### src/hdl/uetr_consts.svh
// offsets, field positions and reset values for the endpoint target registers
`ifndef UETR_CONSTS_SVH
`define UETR_CONSTS_SVH

// ----------------------------------------------------------------------------
// register byte offsets on the apb bus
// ----------------------------------------------------------------------------
`define UETR_OFS_TX_FIFO_START 12'h000
`define UETR_OFS_RX_FIFO_START 12'h004
`define UETR_OFS_TX_TARGET_FUNC 12'h008
`define UETR_OFS_TX_HUB_NUMBER 12'h00c
`define UETR_OFS_TX_HUB_PORT 12'h010
`define UETR_OFS_RX_TARGET_FUNC 12'h014
`define UETR_OFS_RX_HUB_NUMBER 12'h018
`define UETR_OFS_RX_HUB_PORT 12'h01c

// ----------------------------------------------------------------------------
// field layout
// ----------------------------------------------------------------------------
`define UETR_FIFO_START_W 13
`define UETR_FIFO_BYTE_W 16
`define UETR_FIFO_UNIT_SHIFT 3
`define UETR_NUM7_W 7
`define UETR_MULTI_TT_BIT 7
`define UETR_APB_ADDR_W 12

// ----------------------------------------------------------------------------
// reset values
// ----------------------------------------------------------------------------
`define UETR_RESET_FIFO_START 13'h0000
`define UETR_RESET_NUM7 7'h00
`define UETR_RESET_FLAG 1'b0

`endif

### src/hdl/uetr_pkg.sv
// types shared by the endpoint target register bank
package uetr_pkg;

    // per-direction endpoint target configuration seen by the packet engine
    typedef struct packed {
        logic [12:0] fifo_start;        // buffer start in 8-byte units
        logic [6:0] target_function_number;
        logic multi_translator_flag;
        logic [6:0] hub_device_number;
        logic [6:0] hub_port_index;
    } uetr_dir_cfg_t;

    // decoded register selection
    typedef enum logic [3:0] {
        UETR_SEL_TX_FIFO = 4'h0,
        UETR_SEL_RX_FIFO = 4'h1,
        UETR_SEL_TX_FUNC = 4'h2,
        UETR_SEL_TX_HUB = 4'h3,
        UETR_SEL_TX_PORT = 4'h4,
        UETR_SEL_RX_FUNC = 4'h5,
        UETR_SEL_RX_HUB = 4'h6,
        UETR_SEL_RX_PORT = 4'h7,
        UETR_SEL_NONE = 4'h8
    } uetr_sel_t;

    // apb handshake state of the slave
    typedef enum logic [0:0] {
        UETR_ST_IDLE = 1'b0,
        UETR_ST_DONE = 1'b1
    } uetr_state_t;

endpackage

### src/hdl/uetr_regs.sv
// apb register bank holding endpoint fifo placement and host-mode target addressing
`timescale 1ns/1ps
`include "uetr_consts.svh"

module uetr_regs (
    // clock and reset
    input wire logic CLK,
    input wire logic RESET,
    // apb slave
    input wire logic PSEL,
    input wire logic PENABLE,
    input wire logic PWRITE,
    input wire logic [11:0] PADDR,
    input wire logic [31:0] PWDATA,
    output logic [31:0] PRDATA,
    output logic PREADY,
    output logic PSLVERR,
    // configuration towards the packet engine
    output uetr_pkg::uetr_dir_cfg_t TX_CFG,
    output uetr_pkg::uetr_dir_cfg_t RX_CFG,
    output logic [15:0] TX_FIFO_BYTE,
    output logic [15:0] RX_FIFO_BYTE
);
    import uetr_pkg::*;

    // ------------------------------------------------------------------------
    // helpers
    // ------------------------------------------------------------------------

    // map a byte address to a register selection
    function automatic uetr_sel_t decode(input logic [11:0] addr);
        uetr_sel_t sel;
        case (addr)
            `UETR_OFS_TX_FIFO_START: sel = UETR_SEL_TX_FIFO;
            `UETR_OFS_RX_FIFO_START: sel = UETR_SEL_RX_FIFO;
            `UETR_OFS_TX_TARGET_FUNC: sel = UETR_SEL_TX_FUNC;
            `UETR_OFS_TX_HUB_NUMBER: sel = UETR_SEL_TX_HUB;
            `UETR_OFS_TX_HUB_PORT: sel = UETR_SEL_TX_PORT;
            `UETR_OFS_RX_TARGET_FUNC: sel = UETR_SEL_RX_FUNC;
            `UETR_OFS_RX_HUB_NUMBER: sel = UETR_SEL_RX_HUB;
            `UETR_OFS_RX_HUB_PORT: sel = UETR_SEL_RX_PORT;
            default: sel = UETR_SEL_NONE;
        endcase
        return sel;
    endfunction

    // byte address of a buffer start held in 8-byte units
    function automatic logic [15:0] fifo_bytes(input logic [12:0] units);
        return {units, 3'h0};
    endfunction

    // ------------------------------------------------------------------------
    // bus decode
    // ------------------------------------------------------------------------

    uetr_state_t state_q;
    uetr_dir_cfg_t tx_q;
    uetr_dir_cfg_t rx_q;
    uetr_sel_t sel;
    logic access;
    logic complete;
    logic wr_en;
    logic [31:0] rd_word;

    // access phase, and the edge at which it completes
    assign sel = decode(PADDR);
    assign access = PSEL && PENABLE;
    assign complete = access && (state_q == UETR_ST_DONE);
    assign wr_en = complete && PWRITE && (sel != UETR_SEL_NONE);

    // read data assembly, reserved bits forced to zero
    always_comb
    begin
        rd_word = 32'h0000_0000;
        case (sel)
            UETR_SEL_TX_FIFO: rd_word[12:0] = tx_q.fifo_start;
            UETR_SEL_RX_FIFO: rd_word[12:0] = rx_q.fifo_start;
            UETR_SEL_TX_FUNC: rd_word[6:0] = tx_q.target_function_number;
            UETR_SEL_TX_HUB: rd_word[7:0] = {tx_q.multi_translator_flag, tx_q.hub_device_number};
            UETR_SEL_TX_PORT: rd_word[6:0] = tx_q.hub_port_index;
            UETR_SEL_RX_FUNC: rd_word[6:0] = rx_q.target_function_number;
            UETR_SEL_RX_HUB: rd_word[7:0] = {rx_q.multi_translator_flag, rx_q.hub_device_number};
            UETR_SEL_RX_PORT: rd_word[6:0] = rx_q.hub_port_index;
            default: rd_word = 32'h0000_0000;
        endcase
    end

    // ------------------------------------------------------------------------
    // apb handshake: one wait cycle, answer from flops
    // ------------------------------------------------------------------------

    // wait state sequencing
    always_ff @(posedge CLK)
    begin
        if (RESET)
            state_q <= UETR_ST_IDLE;
        else
        begin
            case (state_q)
                UETR_ST_IDLE: if (access) state_q <= UETR_ST_DONE;
                UETR_ST_DONE: state_q <= UETR_ST_IDLE;
                default: state_q <= UETR_ST_IDLE;
            endcase
        end
    end

    // ready, read data and error, all registered
    always_ff @(posedge CLK)
    begin
        if (RESET)
        begin
            PREADY <= 1'b0;
            PRDATA <= 32'h0000_0000;
            PSLVERR <= 1'b0;
        end
        else
        begin
            PREADY <= access && (state_q == UETR_ST_IDLE);
            PRDATA <= (access && !PWRITE && state_q == UETR_ST_IDLE) ? rd_word : 32'h0000_0000;
            PSLVERR <= access && (state_q == UETR_ST_IDLE) && (sel == UETR_SEL_NONE);
        end
    end

    // ------------------------------------------------------------------------
    // configuration storage
    // ------------------------------------------------------------------------

    // transmit direction fields, written at the completing edge
    always_ff @(posedge CLK)
    begin
        if (RESET)
        begin
            tx_q.fifo_start <= `UETR_RESET_FIFO_START;
            tx_q.target_function_number <= `UETR_RESET_NUM7;
            tx_q.multi_translator_flag <= `UETR_RESET_FLAG;
            tx_q.hub_device_number <= `UETR_RESET_NUM7;
            tx_q.hub_port_index <= `UETR_RESET_NUM7;
        end
        else if (wr_en)
        begin
            case (sel)
                UETR_SEL_TX_FIFO: tx_q.fifo_start <= PWDATA[12:0];
                UETR_SEL_TX_FUNC: tx_q.target_function_number <= PWDATA[6:0];
                UETR_SEL_TX_HUB:
                begin
                    tx_q.multi_translator_flag <= PWDATA[`UETR_MULTI_TT_BIT];
                    tx_q.hub_device_number <= PWDATA[6:0];
                end
                UETR_SEL_TX_PORT: tx_q.hub_port_index <= PWDATA[6:0];
                default: tx_q <= tx_q;
            endcase
        end
    end

    // receive direction fields, written at the completing edge
    always_ff @(posedge CLK)
    begin
        if (RESET)
        begin
            rx_q.fifo_start <= `UETR_RESET_FIFO_START;
            rx_q.target_function_number <= `UETR_RESET_NUM7;
            rx_q.multi_translator_flag <= `UETR_RESET_FLAG;
            rx_q.hub_device_number <= `UETR_RESET_NUM7;
            rx_q.hub_port_index <= `UETR_RESET_NUM7;
        end
        else if (wr_en)
        begin
            case (sel)
                UETR_SEL_RX_FIFO: rx_q.fifo_start <= PWDATA[12:0];
                UETR_SEL_RX_FUNC: rx_q.target_function_number <= PWDATA[6:0];
                UETR_SEL_RX_HUB:
                begin
                    rx_q.multi_translator_flag <= PWDATA[`UETR_MULTI_TT_BIT];
                    rx_q.hub_device_number <= PWDATA[6:0];
                end
                UETR_SEL_RX_PORT: rx_q.hub_port_index <= PWDATA[6:0];
                default: rx_q <= rx_q;
            endcase
        end
    end

    // outputs are the stored fields; byte addresses are plain shifted wiring
    assign TX_CFG = tx_q;
    assign RX_CFG = rx_q;
    assign TX_FIFO_BYTE = fifo_bytes(tx_q.fifo_start);
    assign RX_FIFO_BYTE = fifo_bytes(rx_q.fifo_start);

    // ------------------------------------------------------------------------
    // assertions
    // ------------------------------------------------------------------------

    logic wr_tx_fifo;
    logic wr_rx_fifo;
    assign wr_tx_fifo = wr_en && sel == UETR_SEL_TX_FIFO;
    assign wr_rx_fifo = wr_en && sel == UETR_SEL_RX_FIFO;
endmodule

### config.mk
export PLATFORM = sky130hd
export DESIGN_NAME = uetr_regs
export DESIGN_NICKNAME = d
export VERILOG_FILES = /design/src/hdl/uetr_pkg.sv /design/src/hdl/uetr_regs.sv
export VERILOG_INCLUDE_DIRS = /design/src /design/src/hdl
export SDC_FILE = /design/constraint.sdc
export NUM_CORES = 1
export LEC_CHECK = 0
export ABC_CLOCK_PERIOD_IN_PS = 2790
export BUFFER_PORTS_ARGS = -buffer_cell sky130_fd_sc_hd__buf_4
export CORE_MARGIN = 2
export CORE_UTILIZATION = 30
export CTS_CLUSTER_DIAMETER = 30
export DETAILED_ROUTE_END_ITERATION = 16
export GPL_TIMING_DRIVEN = 0
export HOLD_SLACK_MARGIN = 0.05
export PLACE_DENSITY = 0.62
export REMOVE_ABC_BUFFERS = 1
export SYNTH_ARGS = -nofsm -noshare
export SYNTH_HDL_FRONTEND = slang
export SYNTH_SLANG_ARGS = --single-unit
### constraint.sdc
create_clock -name CLK -period 2.79 [get_ports CLK]
set_input_delay 0.558 -clock CLK [delete_from_list [all_inputs] [get_ports CLK]]
set_output_delay 0.558 -clock CLK [all_outputs]
set_load 0.05 [all_outputs]
==> results.py <==
metrics = {
    "status": {
        "outcome": "finished clean",
    },
    "clock_network": {
        "clock_path_buffers": 2,
        "root_buffer": "clkbuf_16",
        "htreeDepth": 3,
        "cts_hold_buf": 0,
        "cts_made_buffers": 9,
        "cts_tree": "done",
        "cts_resized": 0,
        "clkTransAtPathRegs_ps": 60,
        "cts_sinks": 86,
        "clkLatencyLatePin_ps": 340,
        "post_cts_buffers": 0,
    },
    "floorplanning": {
        "die_x_um": 122.2,
        "std_cell_rows": 43,
        "num_io_pins": 185,
        "die_h_um": 122.2,
        "initial_core_util": 0.3043,
        "core_area_um2": 13770,
        "dieArea_um2": 14930,
    },
    "logic_synthesis": {
        "ys_seq_area_frac": 0.4107,
        "synth.avg_cell_area_um2": 10.20,
        "synth_top_family_by_area": "multiplexers",
        "synth_xor_area_frac": 0,
        "muxShareOfSynthArea": 0.2278,
        "async_reset_ff_frac": 0,
        "synthCells": 411,
        "synth_top_area_frac": 0.4107,
        "ys_types": 35,
        "synth.largest_area_cell": "dfxtp_1",
        "synthAdderAreaFrac": 0,
        "synth.area.top_cells": "dfxtp_1, mux2i_1, nand2b_1",
        "yosys_warnings": 0,
        "synth_area_um2": 4192,
        "synthFlopType": "dfxtp_1",
        "synth-edff-count": 0,
        "synthTopCellsByCount": "dfxtp_1, nand2b_1, mux2i_1, buf_4, a21oi_1",
        "ys_ff_latch": 86,
        "synth_compound_gate_area_share": 0.04269,
        "synth_most_common_cell": "dfxtp_1",
        "synth-simple-area-share": 0.1985,
    },
    "detailed_routing": {
        "drc": 0,
        "dr_total_vias": 3309,
        "ant_nets": 0,
        "drtIter0Drc": 211,
        "wl_per_cell_um": 17.77,
        "dr.pass1.iters": 4,
        "routed_wl_um": 12390,
        "vias_per_cell": 4.747,
    },
    "critical_path": {
        "critPathRequiredTime_ps": 2990,
        "worstSetupEndpoint": "TX_CFG[8]$_SDFFE_PP0P_",
        "r2r_setup_slack_ps": 840,
        "critPathKind": "input port to register",
        "r2r_end": "TX_CFG[25]$_SDFFE_PP0P_",
        "endpoint_kind": "register",
        "worstPathCellList": "buf_4, or4b_2, nor4_1, nand2_1, mux2i_1",
        "crit_slowest_cell": "or4b_2",
        "r2r_start": "state_q$_SDFF_PP0_",
        "worst-path-stages": 5,
        "cp_num_buf_inv": 1,
        "slowest_delay_ps": 630,
        "cp_max_fo": 41,
        "crit_path_start_kind": "input port",
        "critPathTopFamily": "simple AND/OR/NAND/NOR gates",
        "critical_path_arrival_ps": 2600,
        "r2r_cells": 4,
        "crit_start": "PADDR[2]",
    },
    "power": {
        "pwr-share-comb": 0.082,
        "p_int_mw": 2.029,
        "p_leak_nw": 2.556,
        "peakVddDrop_mv": 0.2549,
        "p_switching_uw": 649.5,
        "power.share.clock": 0.459,
        "p_seq_frac": 0.459,
        "powerDensity_nw_per_um2": 498.9,
        "switching_share": 0.2425,
    },
    "grt": {
        "grt_antenna_before_repair": 0,
        "grt_pass1_wl_um": 17790,
        "grt.total_usage": 0.1638,
        "grt_max_degree": 85,
        "grt_pass1_vias": 3112,
        "grt_overflow": 0,
    },
    "run": {
        "drv_cap": 0,
    },
    "layout": {
        "finalNonFillerCells": 697,
        "final.fill_count": 1365,
        "finish.instance_area_um2": 5370,
        "area_growth_pct": 28.12,
        "n_antenna_cell": 0,
        "nets": 561,
        "layout-drive-gt1-share": 0.3482,
    },
    "sta": {
        "relSlewSlack": 0.1172,
        "tns_ps": 0,
        "grt_setup_unrepaired": "false",
        "worst_slew_pin_slew_ps": 1319,
        "fin_crit_ps": 2399,
        "finalClockSkew_ps": 4.022,
        "timing.fmax_mhz": 416.8,
        "maxSlewViolCount": 0,
        "finalSetupViolations": 0,
        "final.setup.worst_slack_ps": 391.0,
        "fin_crit_sh": 0.8598,
        "timing_hold_violations_final": 0,
    },
    "place": {
        "port_buffers": 140,
        "dpl.cell_count": 681,
        "pre_cts_ws_ps": 11.55,
        "dpl.hpwl_um": 8204,
        "placed_cell_area_um2": 5069,
        "gp_congestion": 0.7570,
    },
    "min_path": {
        "hold_class": "input port to register",
    },
}
## cells in the final DEF (no fill, tap or decap), drive strengths merged, types with 2 or more instances in the layout
cell,synthesis,routed
a21oi,16,16
buf,59,140
clkbuf,15,12
clkinv,0,3
conb,1,25
dfxtp,86,86
inv,3,3
mux2i,65,65
mux4,13,13
nand2,9,9
nand2b,67,67
nand3,3,3
nand4,14,14
nand4b,7,7
nor2,16,16
nor3,3,3
nor4,4,4
o21ai,19,19
or2,2,2
or4,3,3
## per-stage QoR
stage / hold WS [ps] / util / total power [mW]
global placement: 479.3 / 0.3680 / 1.474
finish: 482.7 / 0.3899 / 2.679
floorplan: 578.6 / - / 1.386
CTS: 469.3 / 0.3899 / 2.715
global route: 489.6 / 0.3899 / 2.782
detailed placement: 484.9 / 0.3680 / 1.477
## power groups by stage
stage	registers [mW]	clock network (mW)	logic (mW)
6_report	1.23	1.23	0.220
5_1_grt	1.23	1.32	0.231
4_1_cts	1.23	1.27	0.220
3_5_place_dp	1.26	0	0.219
3_3_place_gp	1.26	0	0.216
2_1_floorplan	1.26	0	0.124
## metal layers
metal	track usage	vias up	wire length [um]
met5	0	-	0
met4	0.06897	0	235
met3	0.03324	14	761
met2	0.2785	126	6105
met1	0.2007	1598	5282
li1	-	1571	-
## state kept, by name, indices dropped and copies added, names as in the netlist
name and count:
PRDATA 13, PREADY 1, PSLVERR 1, RX_CFG 35
TX_CFG 35, state_q 1
## cell families after synthesis
kind of cell / Yosys count
other cells: 1
flops: 86
buf+inv: 77
mux: 79
simple gates: 133
compound gates: 35
## worst min path at each step
| stage | start | to | cells after the start |
|---|---|---|---|
| 2_1_floorplan | state_q$_SDFF_PP0_ | PREADY$_SDFF_PP0_ | 2 |
| 3_3_place_gp | TX_CFG[0]$_SDFFE_PP0P_ | TX_CFG[0]$_SDFFE_PP0P_ | 2 |
| 3_5_place_dp | TX_CFG[10]$_SDFFE_PP0P_ | TX_CFG[10]$_SDFFE_PP0P_ | 2 |
| 4_1_cts | PWDATA[9] | TX_CFG[31]$_SDFFE_PP0P_ | 3 |
| 5_1_grt | PWDATA[10] | TX_CFG[32]$_SDFFE_PP0P_ | 3 |
| 6_report | PWDATA[10] | TX_CFG[32]$_SDFFE_PP0P_ | 3 |
## layout make-up
| cell class | instances | area, um2 | share of cell area |
|---|---|---|---|
| Clock inverter | 4 | 45.04 | 0.008388 |
| Inverter | 3 | 11.26 | 0.002097 |
| Sequential cell | 86 | 1722 | 0.3206 |
| Clock buffer | 12 | 256.5 | 0.04776 |
| Timing Repair Buffer | 140 | 1051 | 0.1957 |
| Tap cell | 180 | 225.2 | 0.04194 |
| Multi-Input combinational cell | 272 | 2059 | 0.3835 |
## tightest hold or removal path, stage by stage
cell      delay [ps]
buf_4             90
nand4b_1          80
o21ai_0           70
Power figures use the tool's default switching activity.
